===== config.mk =====
export PLATFORM = sky130hd
export DESIGN_NAME = fsrd_route_decode
export DESIGN_NICKNAME = d
export VERILOG_FILES = /design/src/hdl/fsrd_pkg.sv /design/src/hdl/fsrd_fifo.sv /design/src/hdl/fsrd_route_decode.sv
export VERILOG_INCLUDE_DIRS = /design/src /design/src/hdl
export SDC_FILE = /design/constraint.sdc
export NUM_CORES = 2
export LEC_CHECK = 0
export ABC_AREA = 1
export BUFFER_PORTS_ARGS = -buffer_cell sky130_fd_sc_hd__buf_2
export CORE_MARGIN = 1
export CORE_UTILIZATION = 55
export DETAILED_ROUTE_END_ITERATION = 12
export PLACE_DENSITY = 0.77
export SLEW_MARGIN = 20
export SYNTH_ARGS = -nofsm -noshare
export SYNTH_HDL_FRONTEND = slang
export SYNTH_HIERARCHICAL = 1
export SYNTH_SLANG_ARGS = --single-unit

===== constraint.sdc =====
create_clock -name clk -period 5 [get_ports clk]
set_input_delay 0 -clock clk [delete_from_list [all_inputs] [get_ports clk]]
set_output_delay 0 -clock clk [all_outputs]
set_load 0.01 [all_outputs]

===== src/hdl/fsrd_map.svh =====
`ifndef FSRD_MAP_SVH
`define FSRD_MAP_SVH

// Link and port population
`define FSRD_NUM_LINKS  6
`define FSRD_NUM_POS    4'h9
`define FSRD_NUM_PORTS  4'h6

// Path field layout, low bit of each piece inside the 24-bit path
`define FSRD_TC_LO      0
`define FSRD_TURN_LO    3
`define FSRD_TURN_W     3
`define FSRD_TC_END     3'h7

// Class of service codes on the frame input
`define FSRD_COS_ASYNC     3'h0
`define FSRD_COS_HP_ASYNC  3'h1
`define FSRD_COS_ISO       3'h2
`define FSRD_COS_HP_ISO    3'h3
`define FSRD_COS_PROV      3'h4
`define FSRD_COS_MCAST     3'h5
`define FSRD_COS_ADDR      3'h6

// Class credit groups
`define FSRD_GRP_ASYNC  2'h0
`define FSRD_GRP_ISO    2'h1
`define FSRD_GRP_MCAST  2'h2
`define FSRD_GRP_PROV   2'h3

// Register channel and its layout
`define FSRD_REG_CHANNEL  8'hff
`define FSRD_HDR_END      32'h0000_0040
`define FSRD_CFG_BASE     32'h0000_1000
`define FSRD_CFG_END      32'h0000_1100

// Address field positions for address routing
`define FSRD_WIN_HI     31
`define FSRD_WIN_LO     20
`define FSRD_BUS_HI     23
`define FSRD_BUS_LO     16

// Frame buffer depth
`define FSRD_FIFO_DEPTH 16

`endif


===== src/hdl/fsrd_pkg.sv =====
package fsrd_pkg;

   // Kind of address-routed or path frame
   typedef enum logic [2:0] {
      FSRD_FR_PATH, FSRD_FR_MEM, FSRD_FR_IO, FSRD_FR_CFG0, FSRD_FR_CFG1
   } fsrd_frame_type;

   // What the decode does with a frame
   typedef enum logic [1:0] {
      FSRD_DISP_FWD, FSRD_DISP_REG, FSRD_DISP_MCAST, FSRD_DISP_DROP
   } fsrd_disp_type;

   // Register channel region of a local access
   typedef enum logic [1:0] {
      FSRD_RGN_HDR, FSRD_RGN_CSR, FSRD_RGN_CFG
   } fsrd_region_type;

   // Event causes
   typedef enum logic [2:0] {
      FSRD_EV_NONE, FSRD_EV_PORT_DOWN, FSRD_EV_TURN7, FSRD_EV_CFG_REFUSED,
      FSRD_EV_CRC, FSRD_EV_NO_ROUTE, FSRD_EV_BAD_COS, FSRD_EV_PORT_OFF
   } fsrd_cause_type;

   // Whole state of the decode block
   typedef struct packed {
      logic            hold_valid;
      fsrd_disp_type   hold_kind;
      logic [2:0]      hold_port;
      logic [23:0]     hold_path;
      logic [2:0]      hold_cos;
      fsrd_region_type hold_region;
      logic [31:0]     hold_addr;
      logic            out_valid;
      fsrd_disp_type   out_kind;
      logic [2:0]      out_port;
      logic [2:0]      out_link;
      logic [23:0]     out_path;
      logic [2:0]      out_cos;
      fsrd_region_type out_region;
      logic [31:0]     out_addr;
      logic            evt_valid;
      logic [2:0]      evt_port;
      fsrd_cause_type  evt_cause;
   } fsrd_state_type;

endpackage


===== src/hdl/fsrd_fifo.sv =====
`include "fsrd_map.svh"

module fsrd_fifo
   import fsrd_pkg::*;
#(
   parameter int WIDTH = 73,
   parameter int DEPTH = 16
) (
   // Clock and reset
   input  wire logic             clk,
   input  wire logic             sys_rst,
   // Filling side
   input  wire logic             wr_valid,
   output logic                  wr_ready,
   input  wire logic [WIDTH-1:0] wr_data,
   // Draining side
   output logic                  rd_valid,
   input  wire logic             rd_ready,
   output logic      [WIDTH-1:0] rd_data
);

   localparam int AW = $clog2(DEPTH);

   logic [WIDTH-1:0] mem [DEPTH];   // Storage words
   logic [AW-1:0]    wr_ptr;        // Next slot to fill
   logic [AW-1:0]    rd_ptr;        // Oldest word
   logic [AW:0]      count;         // Words held
   logic             full;          // Registered so ready comes from a flop
   logic             push;
   logic             pop;

   assign push     = wr_valid && !full;
   assign pop      = rd_valid && rd_ready;
   assign wr_ready = !full;
   assign rd_valid = (count != '0);
   assign rd_data  = mem[rd_ptr];

   // Pointers, count and full flag
   always_ff @(posedge clk) begin
      if (sys_rst) begin
         wr_ptr <= '0;
         rd_ptr <= '0;
         count  <= '0;
         full   <= 1'b0;
      end else begin
         if (push) wr_ptr <= wr_ptr + 1'b1;
         if (pop) rd_ptr <= rd_ptr + 1'b1;
         count <= count + (AW+1)'(push) - (AW+1)'(pop);
         full  <= (count + (AW+1)'(push) - (AW+1)'(pop)) == (AW+1)'(DEPTH);
      end
   end

   // Storage needs no reset
   always_ff @(posedge clk) begin
      if (push) mem[wr_ptr] <= wr_data;
   end

   property p_no_overfill;
      @(posedge clk) disable iff (sys_rst) full |-> !push ##1 count <= (AW+1)'(DEPTH);
   endproperty
   a_no_overfill: assert property (p_no_overfill) else $error("Buffer overfilled");

endmodule // fsrd_fifo


===== src/hdl/fsrd_route_decode.sv =====
// Function
// - Switch and bridge address models kept separate
// - Channel 255 decodes component header at zero
// - Channel 255 also holds CSRs, config mirror
// - Address frames routed by base/limit/bus ranges
// - Bridge-type header; forward config, I/O, memory
// - Root primary; others secondary; extras need enable
// - Config frames only type zero from root
// - Path-routed recognised by class of service
// - Links 0-5; port numbered by lowest link
// - Works with two to six ports
// - Bundled port: either link, order kept
// - Path: count bits 2:0, seven turns above
// - Turn is relative position over nine positions
// - Turn count indexes turn, incremented forward
// - Absent or down target: drop, path event
// - Four service classes, async on address credits
// - Credits per next turn and per class
// - Every link checks frame CRC independently
// - Count seven: register access or path event
// - Send on credits, ordering and arbiter grant
`include "fsrd_map.svh"

module fsrd_route_decode
   import fsrd_pkg::*;
(
   // Clock and reset
   input  wire logic            clk,
   input  wire logic            sys_rst,
   // Incoming frame headers
   input  wire logic            in_valid,
   output logic                 in_ready,
   input  wire logic [2:0]      in_port,
   input  wire logic [2:0]      in_cos,
   input  wire fsrd_frame_type  in_kind,
   input  wire logic            in_crc_ok,
   input  wire logic [23:0]     in_path,
   input  wire logic [7:0]      in_channel,
   input  wire logic [31:0]     in_addr,
   // Link and port configuration
   input  wire logic [5:0]      link_en,
   input  wire logic [5:0]      link_up,
   input  wire logic [2:0]      bundle,
   input  wire logic [2:0]      root_port,
   input  wire logic [5:0]      hier_ports,
   input  wire logic [5:0]      addr_route_en,
   // Bridge windows
   input  wire logic [11:0]     brg_base,
   input  wire logic [11:0]     brg_limit,
   input  wire logic [7:0]      brg_sec_bus,
   input  wire logic [7:0]      brg_sub_bus,
   input  wire logic [71:0]     port_base,
   input  wire logic [71:0]     port_limit,
   input  wire logic [47:0]     port_sec_bus,
   input  wire logic [47:0]     port_sub_bus,
   // Transmit conditions
   input  wire logic [5:0]      turn_credit,
   input  wire logic [3:0]      cos_credit,
   input  wire logic            order_ok,
   input  wire logic            tx_grant,
   // Dispatch command
   output logic                 out_valid,
   output fsrd_disp_type        out_kind,
   output logic [2:0]           out_port,
   output logic [2:0]           out_link,
   output logic [23:0]          out_path,
   output logic [2:0]           out_cos,
   output fsrd_region_type      out_region,
   output logic [31:0]          out_addr,
   // Event indication
   output logic                 evt_valid,
   output logic [2:0]           evt_port,
   output fsrd_cause_type       evt_cause
);

   localparam int FW = 74;   // Buffered header: 3+3+3+1+24+8+32 bits, port included

   ////////////////////////////////////////////////////////////////////////////
   // Helpers

   // Port exists: link enabled and not the upper half of a bundle
   function automatic logic port_present(input logic [2:0] p, input logic [5:0] en,
                                         input logic [2:0] bnd);
      port_present = 1'b0;
      if (p < 3'h6) port_present = en[p] && !(p[0] && bnd[p[2:1]]);
   endfunction

   // Port works if any member link is up
   function automatic logic port_up(input logic [2:0] p, input logic [5:0] up,
                                    input logic [2:0] bnd);
      port_up = 1'b0;
      if (p < 3'h6) port_up = up[p] || (bnd[p[2:1]] && !p[0] && up[p+3'h1]);
   endfunction

   // Relative turn to absolute position over nine positions
   function automatic logic [3:0] turn_to_pos(input logic [2:0] inp, input logic [2:0] turn);
      logic [3:0] sum;
      sum = {1'b0, inp} + {1'b0, turn} + 4'h1;
      turn_to_pos = (sum >= `FSRD_NUM_POS) ? sum - `FSRD_NUM_POS : sum;
   endfunction

   // Credit group of a class
   function automatic logic [1:0] cos_group(input logic [2:0] c);
      case (c)
         `FSRD_COS_ISO, `FSRD_COS_HP_ISO: cos_group = `FSRD_GRP_ISO;
         `FSRD_COS_MCAST:                 cos_group = `FSRD_GRP_MCAST;
         `FSRD_COS_PROV:                  cos_group = `FSRD_GRP_PROV;
         default:                         cos_group = `FSRD_GRP_ASYNC;
      endcase
   endfunction

   // Region of a register channel offset
   function automatic fsrd_region_type reg_region(input logic [31:0] a);
      if (a < `FSRD_HDR_END) reg_region = FSRD_RGN_HDR;
      else if (a >= `FSRD_CFG_BASE && a < `FSRD_CFG_END) reg_region = FSRD_RGN_CFG;
      else reg_region = FSRD_RGN_CSR;
   endfunction

   ////////////////////////////////////////////////////////////////////////////
   // Frame buffer

   logic          head_valid;   // Buffered frame waiting
   logic          take;         // Head consumed this cycle
   logic [FW-1:0] head;         // Buffered frame word
   logic          fifo_ready;   // Buffer space, from a flop

   // One buffer for all ports keeps bundled arrivals in order
   fsrd_fifo #(
      .WIDTH (FW),
      .DEPTH (`FSRD_FIFO_DEPTH)
   ) u_fifo (
      .clk      (clk),
      .sys_rst  (sys_rst),
      .wr_valid (in_valid),
      .wr_ready (fifo_ready),
      .wr_data  ({in_port, in_cos, in_kind, in_crc_ok, in_path, in_channel, in_addr}),
      .rd_valid (head_valid),
      .rd_ready (take),
      .rd_data  (head)
   );

   assign in_ready = fifo_ready;

   // Head fields
   logic [2:0]     h_port;
   logic [2:0]     h_cos;
   fsrd_frame_type h_kind;
   logic           h_crc;
   logic [23:0]    h_path;
   logic [7:0]     h_chan;
   logic [31:0]    h_addr;
   logic [2:0]     h_tc;       // Turn count
   logic [2:0]     h_turn;     // Selected turn
   logic [3:0]     h_pos;      // Absolute target position

   assign {h_port, h_cos, h_kind, h_crc, h_path, h_chan, h_addr} = head;
   assign h_tc   = h_path[`FSRD_TC_LO +: `FSRD_TURN_W];
   assign h_turn = h_path[`FSRD_TURN_LO + 3 * h_tc +: `FSRD_TURN_W];
   assign h_pos  = turn_to_pos(h_port, h_turn);

   ////////////////////////////////////////////////////////////////////////////
   // Decode of the head frame

   fsrd_disp_type   d_kind;     // Disposition
   logic [2:0]      d_port;     // Target port
   logic [23:0]     d_path;     // Path as forwarded
   fsrd_region_type d_region;   // Local register region
   fsrd_cause_type  d_cause;    // Event cause, none if quiet
   logic            path_cls;   // Path-routed class
   logic            from_root;
   logic            in_win;     // Inside the bridge window
   logic            bus_in;     // Bus inside secondary..subordinate
   logic            src_ok;     // Input port may address route
   logic            p_hit;      // Some other port claims the frame
   logic [2:0]      p_sel;      // Lowest such port

   assign path_cls  = (h_cos <= `FSRD_COS_PROV);
   assign from_root = (h_port == root_port);
   assign in_win    = h_addr[`FSRD_WIN_HI:`FSRD_WIN_LO] >= brg_base &&
                      h_addr[`FSRD_WIN_HI:`FSRD_WIN_LO] <= brg_limit;
   assign bus_in    = h_addr[`FSRD_BUS_HI:`FSRD_BUS_LO] >= brg_sec_bus &&
                      h_addr[`FSRD_BUS_HI:`FSRD_BUS_LO] <= brg_sub_bus;
   assign src_ok    = h_port < 3'h6 && (hier_ports[h_port] || addr_route_en[h_port]);

   // Search the per-port windows, highest port first so the lowest claiming port wins
   always_comb begin
      logic [7:0] bus;
      logic       hit;
      bus   = h_addr[`FSRD_BUS_HI:`FSRD_BUS_LO];
      hit   = 1'b0;
      p_hit = 1'b0;
      p_sel = 3'h0;
      for (int p = 5; p >= 0; p--) begin
         if (h_kind == FSRD_FR_CFG1)
            hit = bus >= port_sec_bus[8*p +: 8] && bus <= port_sub_bus[8*p +: 8];
         else
            hit = h_addr[`FSRD_WIN_HI:`FSRD_WIN_LO] >= port_base[12*p +: 12] &&
                  h_addr[`FSRD_WIN_HI:`FSRD_WIN_LO] <= port_limit[12*p +: 12];
         // Only enabled, populated ports other than the source and root
         if (hit && 3'(p) != h_port && 3'(p) != root_port &&
             (hier_ports[p] || addr_route_en[p]) &&
             port_present(3'(p), link_en, bundle)) begin
            p_hit = 1'b1;
            p_sel = 3'(p);
         end
      end
   end

   // Disposition; the two address models never mix
   always_comb begin
      d_kind   = FSRD_DISP_DROP;
      d_port   = h_port;
      d_path   = h_path;
      d_region = FSRD_RGN_CSR;
      d_cause  = FSRD_EV_NONE;
      if (!h_crc) begin
         d_cause = FSRD_EV_CRC;
      end else if (!port_present(h_port, link_en, bundle)) begin
         d_cause = FSRD_EV_PORT_OFF;
      end else if (path_cls) begin
         if (h_tc == `FSRD_TC_END) begin
            if (h_cos == `FSRD_COS_PROV && h_chan == `FSRD_REG_CHANNEL) begin
               d_kind   = FSRD_DISP_REG;
               d_region = reg_region(h_addr);
            end else begin
               d_cause = FSRD_EV_TURN7;
            end
         end else if (h_pos >= `FSRD_NUM_PORTS || !port_present(h_pos[2:0], link_en, bundle)
                      || !port_up(h_pos[2:0], link_up, bundle)) begin
            d_cause = FSRD_EV_PORT_DOWN;
         end else begin
            d_kind = FSRD_DISP_FWD;
            d_port = h_pos[2:0];
            d_path[`FSRD_TC_LO +: `FSRD_TURN_W] = h_tc + 3'h1;
         end
      end else if (h_cos == `FSRD_COS_MCAST) begin
         // Group lookup lives in the multicast logic
         d_kind = FSRD_DISP_MCAST;
         d_path[`FSRD_TC_LO +: `FSRD_TURN_W] = h_tc + 3'h1;
      end else if (h_cos == `FSRD_COS_ADDR) begin
         if (h_kind == FSRD_FR_CFG0) begin
            if (from_root) begin
               d_kind   = FSRD_DISP_REG;
               d_region = FSRD_RGN_CFG;
            end else begin
               d_cause = FSRD_EV_CFG_REFUSED;
            end
         end else if (!src_ok) begin
            d_cause = FSRD_EV_NO_ROUTE;
         end else if (from_root) begin
            // Downstream: must fall in our range, then a port claims it
            if (((h_kind == FSRD_FR_CFG1) ? bus_in : in_win) && p_hit) begin
               d_kind = FSRD_DISP_FWD;
               d_port = p_sel;
            end else begin
               d_cause = FSRD_EV_NO_ROUTE;
            end
         end else if (p_hit) begin
            d_kind = FSRD_DISP_FWD;                                              // Peer to peer
            d_port = p_sel;
         end else if (!((h_kind == FSRD_FR_CFG1) ? bus_in : in_win)) begin
            d_kind = FSRD_DISP_FWD;                                              // Upstream
            d_port = root_port;
         end else begin
            d_cause = FSRD_EV_NO_ROUTE;
         end
      end else begin
         d_cause = FSRD_EV_BAD_COS;
      end
   end

   ////////////////////////////////////////////////////////////////////////////
   // Dispatch and state

   fsrd_state_type s;        // Registered state
   fsrd_state_type next_s;   // Next state
   logic           go;       // Held command leaves this cycle
   logic           can_tx;   // Credits present for the held target

   // Either the turn credit or the class credit is enough
   assign can_tx = turn_credit[s.hold_port] || cos_credit[cos_group(s.hold_cos)];
   assign go     = s.hold_valid && (s.hold_kind != FSRD_DISP_FWD ||
                                    (can_tx && order_ok && tx_grant));
   // Head taken only when the holding slot is free or emptying
   assign take   = head_valid && (!s.hold_valid || go);

   // Next-state logic
   always_comb begin
      next_s           = s;
      next_s.out_valid = 1'b0;
      next_s.evt_valid = 1'b0;
      if (go) begin
         next_s.hold_valid = 1'b0;
         next_s.out_valid  = 1'b1;
         next_s.out_kind   = s.hold_kind;
         next_s.out_port   = s.hold_port;
         // Bundled port may use its upper link when the lower is down
         next_s.out_link   = (!link_up[s.hold_port] && bundle[s.hold_port[2:1]]) ?
                             s.hold_port + 3'h1 : s.hold_port;
         next_s.out_path   = s.hold_path;
         next_s.out_cos    = s.hold_cos;
         next_s.out_region = s.hold_region;
         next_s.out_addr   = s.hold_addr;
      end
      if (take) begin
         if (d_kind != FSRD_DISP_DROP) begin
            next_s.hold_valid  = 1'b1;
            next_s.hold_kind   = d_kind;
            next_s.hold_port   = d_port;
            next_s.hold_path   = d_path;
            next_s.hold_cos    = h_cos;
            next_s.hold_region = d_region;
            next_s.hold_addr   = h_addr;
         end
         if (d_cause != FSRD_EV_NONE) begin
            next_s.evt_valid = 1'b1;
            next_s.evt_port  = h_port;
            next_s.evt_cause = d_cause;
         end
      end
   end

   // State register
   always_ff @(posedge clk) begin
      if (sys_rst) begin
         s <= '0;
      end else begin
         s <= next_s;
      end
   end

   // Outputs straight from the state flops
   assign out_valid  = s.out_valid;
   assign out_kind   = s.out_kind;
   assign out_port   = s.out_port;
   assign out_link   = s.out_link;
   assign out_path   = s.out_path;
   assign out_cos    = s.out_cos;
   assign out_region = s.out_region;
   assign out_addr   = s.out_addr;
   assign evt_valid  = s.evt_valid;
   assign evt_port   = s.evt_port;
   assign evt_cause  = s.evt_cause;

   ////////////////////////////////////////////////////////////////////////////
   // Checks

   property p_turn7_event;
      @(posedge clk) disable iff (sys_rst)
      take && h_crc && path_cls && h_tc == 3'h7 && port_present(h_port, link_en, bundle) &&
      !(h_cos == `FSRD_COS_PROV && h_chan == 8'hff)
      |=> evt_valid && evt_cause == FSRD_EV_TURN7 && !s.hold_valid;
   endproperty
   a_turn7_event: assert property (p_turn7_event) else $error("Count seven not reported");

   property p_reg_access;
      @(posedge clk) disable iff (sys_rst)
      take && d_kind == FSRD_DISP_REG && path_cls
      |=> s.hold_valid && s.hold_kind == FSRD_DISP_REG ##1 out_valid && out_kind == FSRD_DISP_REG;
   endproperty
   a_reg_access: assert property (p_reg_access) else $error("Register access lost");

   property p_cfg_refused;
      @(posedge clk) disable iff (sys_rst)
      take && h_crc && h_cos == `FSRD_COS_ADDR && h_kind == FSRD_FR_CFG0 && h_port != root_port
      && port_present(h_port, link_en, bundle)
      |=> evt_valid && evt_cause == FSRD_EV_CFG_REFUSED && evt_port == $past(h_port);
   endproperty
   a_cfg_refused: assert property (p_cfg_refused) else $error("Config from non-root");

   property p_tc_increment;
      @(posedge clk) disable iff (sys_rst)
      take && path_cls && d_kind == FSRD_DISP_FWD
      |=> s.hold_path[2:0] == $past(h_tc) + 3'h1 && s.hold_path[23:3] == $past(h_path[23:3]);
   endproperty
   a_tc_increment: assert property (p_tc_increment) else $error("Turn count not advanced");

   property p_port_down;
      @(posedge clk) disable iff (sys_rst)
      take && d_cause == FSRD_EV_PORT_DOWN |=> evt_valid && !s.hold_valid ##1 !out_valid;
   endproperty
   a_port_down: assert property (p_port_down) else $error("Frame to down port kept");

   property p_send_cond;
      @(posedge clk) disable iff (sys_rst)
      out_valid && out_kind == FSRD_DISP_FWD |-> $past(tx_grant) && $past(order_ok) && $past(can_tx);
   endproperty
   a_send_cond: assert property (p_send_cond) else $error("Sent without permission");

   property p_crc_drop;
      @(posedge clk) disable iff (sys_rst)
      take && !h_crc |=> evt_valid && evt_cause == FSRD_EV_CRC && !s.hold_valid;
   endproperty
   a_crc_drop: assert property (p_crc_drop) else $error("Bad CRC frame kept");

   property p_target_valid;
      @(posedge clk) disable iff (sys_rst)
      out_valid && out_kind == FSRD_DISP_FWD |-> out_port < 3'h6 && out_link < 3'h6 &&
      out_link[2:1] == out_port[2:1];
   endproperty
   a_target_valid: assert property (p_target_valid) else $error("Bad target port");

   property p_hold_wait;
      @(posedge clk) disable iff (sys_rst)
      s.hold_valid && s.hold_kind == FSRD_DISP_FWD && !tx_grant |=> s.hold_valid && !out_valid;
   endproperty
   a_hold_wait: assert property (p_hold_wait) else $error("Command left without grant");

endmodule // fsrd_route_decode


==> impl_metrics.json <==
{
  "post_drt_wl_per_cell_um": 20.52,
  "clk_latency_ns": 0.76,
  "wirelength_um": 198500,
  "rows": 127,
  "worst_slew_pin_slew_ns": 1.192,
  "p_comb_frac": 0.522,
  "grt_pass1_vias": 51527,
  "slew-limit-headroom": 0.2034,
  "grt_overflow": 0,
  "antenna_left": 0,
  "track_usage": 0.3160,
  "cp_common_cell": "buf_4",
  "ys_top_cells_by_area": "edfxtp_1 53%, nand2_1 12%, nand3_1 7.9%",
  "ys_seq_area_frac": 0.5831,
  "seq_power_share": 0.266,
  "dieWidth_um": 349.8,
  "drc": 0,
  "die_h_um": 349.8,
  "hold_path.class": "primary input to flop",
  "via_per_inst": 5.549,
  "grt_max_degree": 80,
  "synth_top_area_share": 0.5344,
  "dieArea_um2": 122400,
  "ios": 477,
  "status": "finished, violations left",
  "antenna_found_initial": 29,
  "setup.worst_path.end_class": "flop",
  "worst-path-max-fanout": 12,
  "ir_worst_vdd_uv": 1123,
  "cts_made_buffers": 139,
  "instances_no_fill": 9669,
  "fin_ws_ns": -0.3298,
  "p_int_w": 0.02882,
  "synthCells": 7189,
  "path_clk_slew_ns": 0.06,
  "cp.required_ns": 5.61,
  "p_per_area_nw_per_um2": 612.2,
  "rsz0062_at_grt": "yes",
  "vias": 53651,
  "yosys.area.top_type": "edfxtp_1",
  "clockBufferDepth": 3,
  "place_inst": 9224,
  "dp_hpwl_um": 120800,
  "cts-root-buf": "clkbuf_16",
  "area_growth_pct": 19.09,
  "p_leak_nw": 36.53,
  "num-fill-cells": 8763,
  "drtPass1Iterations": 8,
  "cts_tree": "done",
  "max_freq_mhz": 187.6,
  "violations": "negative setup slack",
  "ys_ff_latch": 1346,
  "cts_num_sinks": 1346,
  "grt_first_pass_wirelength_um": 293500,
  "syn-mean-instance-area_um2": 9.255,
  "synth_area_um2": 66540,
  "setup-violations-final": 74,
  "dr.first_iter.drc_count": 6029,
  "fin_crit_ns": 5.330,
  "critPathLaunchType": "flop",
  "cp_slowest_cell": "dfxtp_4",
  "synth.distinct_cells": 54,
  "fp.coreArea_um2": 120000,
  "place.port_buffers": 476,
  "netSwitchingFraction": 0.4059,
  "clkPwrFrac": 0.213,
  "final_util": 0.6605,
  "critPathArrivalTime_ns": 5.94,
  "yosysWarningCount": 6,
  "htreeDepth": 4,
  "finalHoldViolations": 0,
  "finClkSkew_ns": 0.04343,
  "drive_gt1_frac": 0.1583,
  "fin_nets": 8628,
  "syn-num-nets": 7891,
  "initial_core_util": 0.5546,
  "whs_ns": 0.09013,
  "maxCapViolations": 0,
  "post-route-period-util": 1.066,
  "switchingPower_w": 0.01969,
  "slew_violations": 0,
  "gp_congestion": 0.9449,
  "crit_type": "flop to flop",
  "cpPeakStageDelay_ns": 0.39
}
-- synthesized netlist by cell type, drive strengths merged --
master	count
a2111oi	1
a211oi	1
a21boi	2
a21o	6
a21oi	198
a221oi	1
a31oi	6
a32o	1
and2	6
and3	1
buf	312
clkbuf	68
clkinv	1
dfxtp	162
edfxtp	1184
fa	2
ha	301
inv	1321
nand2	2053
nand3	1046
nand3b	6
nand4	39
nor2	275
nor2b	1
nor3	11
nor3b	1
nor4	8
o2111ai	4
o211ai	3
o21a	15
o21ai	126
o21bai	8
o221a	1
o221ai	1
o22ai	3
o31ai	1
or2	3
xnor2	3
xor2	7
-- worst max-delay path, delay by kind of cell (launching register included) --
family                 cells  cell delay, ns
DFF                        1            0.39
buffers and inverters     34            4.21
AOI/OAI and AO/OA          1            0.05
and+or+nand+nor            7            0.51
-- final timing paths --
kind               start     endpoint  slack (ns)  depth (start not counted)
max reg2reg         flop       s[123]       -0.33                         42
min reg2reg  out_kind[1]  out_kind[1]        0.47                          2
max                 flop       s[123]       -0.33                         42
min             tx_grant    out_valid        0.09                          6
-- metal layers --
metal	GRT usage	routed length [µm]
met5	0	128
met4	0.1752	11390
met3	0.06708	21270
met2	0.5171	93440
met1	0.3909	72230
-- per-stage QoR --
stage | cell area [µm²] | TNS [ns] | total power, W | setup WS, ns
after floorplan | 66540 | 0 | 0.02626 | 0.005413
after global placement | 71850 | -35.55 | 0.03349 | -0.5192
after detailed placement | 71880 | -38.96 | 0.03412 | -0.5798
after CTS | 78310 | -0.1714 | 0.04665 | -0.02848
after global routing | 79220 | -29.17 | 0.05124 | -0.4392
final | 79240 | -12.36 | 0.04851 | -0.3298
-- state kept, by name (all words and copies together) (netlist names), named ones only --
signal	flops
u_fifo/full	1
evt_cause	3
out_link	3
evt_port	3
evt_valid	1
u_fifo/rd_ptr	4
out_valid	1
out_kind	2
out_port	3
out_addr	32
u_fifo/count	5
out_path	24
s	67
out_region	2
u_fifo/wr_ptr	4
u_fifo/mem	1184
out_cos	3
-- area by class of cell --
| type | count | area [µm²] | area share |
|---|---|---|---|
| Clock buffer | 177 | 3776 | 0.04765 |
| Tap cell | 1612 | 2017 | 0.02545 |
| Timing Repair Buffer | 973 | 7575 | 0.09559 |
| Antenna cell | 21 | 52.55 | 0.0006632 |
| Multi-Input combinational cell | 4141 | 21220 | 0.2677 |
| Inverter | 1322 | 5010 | 0.06322 |
| Clock inverter | 74 | 745.7 | 0.009411 |
| Timing Repair inverter | 3 | 36.28 | 0.0004579 |
| Sequential cell | 1346 | 38810 | 0.4898 |
-- logic make-up after synthesis --
kind of cell,Yosys count,synth area share
AOI/OAI and AO/OA,378,0.03058
xor gates and xnor gates,10,0.001429
adders and majority gates,303,0.05721
buffers and inverters,1702,0.1098
DFF,1346,0.5831
and+or+nand+nor,3450,0.2179
-- layout by cell type (no fill, tap or decap), types with 29 or more instances in the layout --
cell / count
a21oi_1: 179
buf_12: 62
buf_2: 476
buf_4: 296
buf_6: 30
clkbuf_16: 150
clkinv_1: 29
dfxtp_1: 158
dlygate4sd3_1: 88
edfxtp_1: 1184
ha_1: 295
inv_1: 1307
nand2_1: 2003
nand2_2: 38
nand3_1: 988
nand3_2: 55
nand4_1: 38
nor2_1: 253
o21ai_0: 108
-- repair_timing --
item	CTS	global route
buffers inserted	64	9
endpoints found under the hold margin	1223	0
pin swaps	41	63
hold buffers	88	0
cloned	8	9
setup endpoints to repair	74	74
resized for setup	108	161
-- power groups by stage --
stage	logic, W	registers (W)	clock network [W]
3_3_place_gp	0.0204	0.0131	0
2_1_floorplan	0.0132	0.0131	0
3_5_place_dp	0.0210	0.0131	0
6_report	0.0253	0.0129	0.0103
5_1_grt	0.0275	0.0129	0.0108
4_1_cts	0.0234	0.0129	0.0104
No activity file was read; power rests on OpenSTA's default activity.
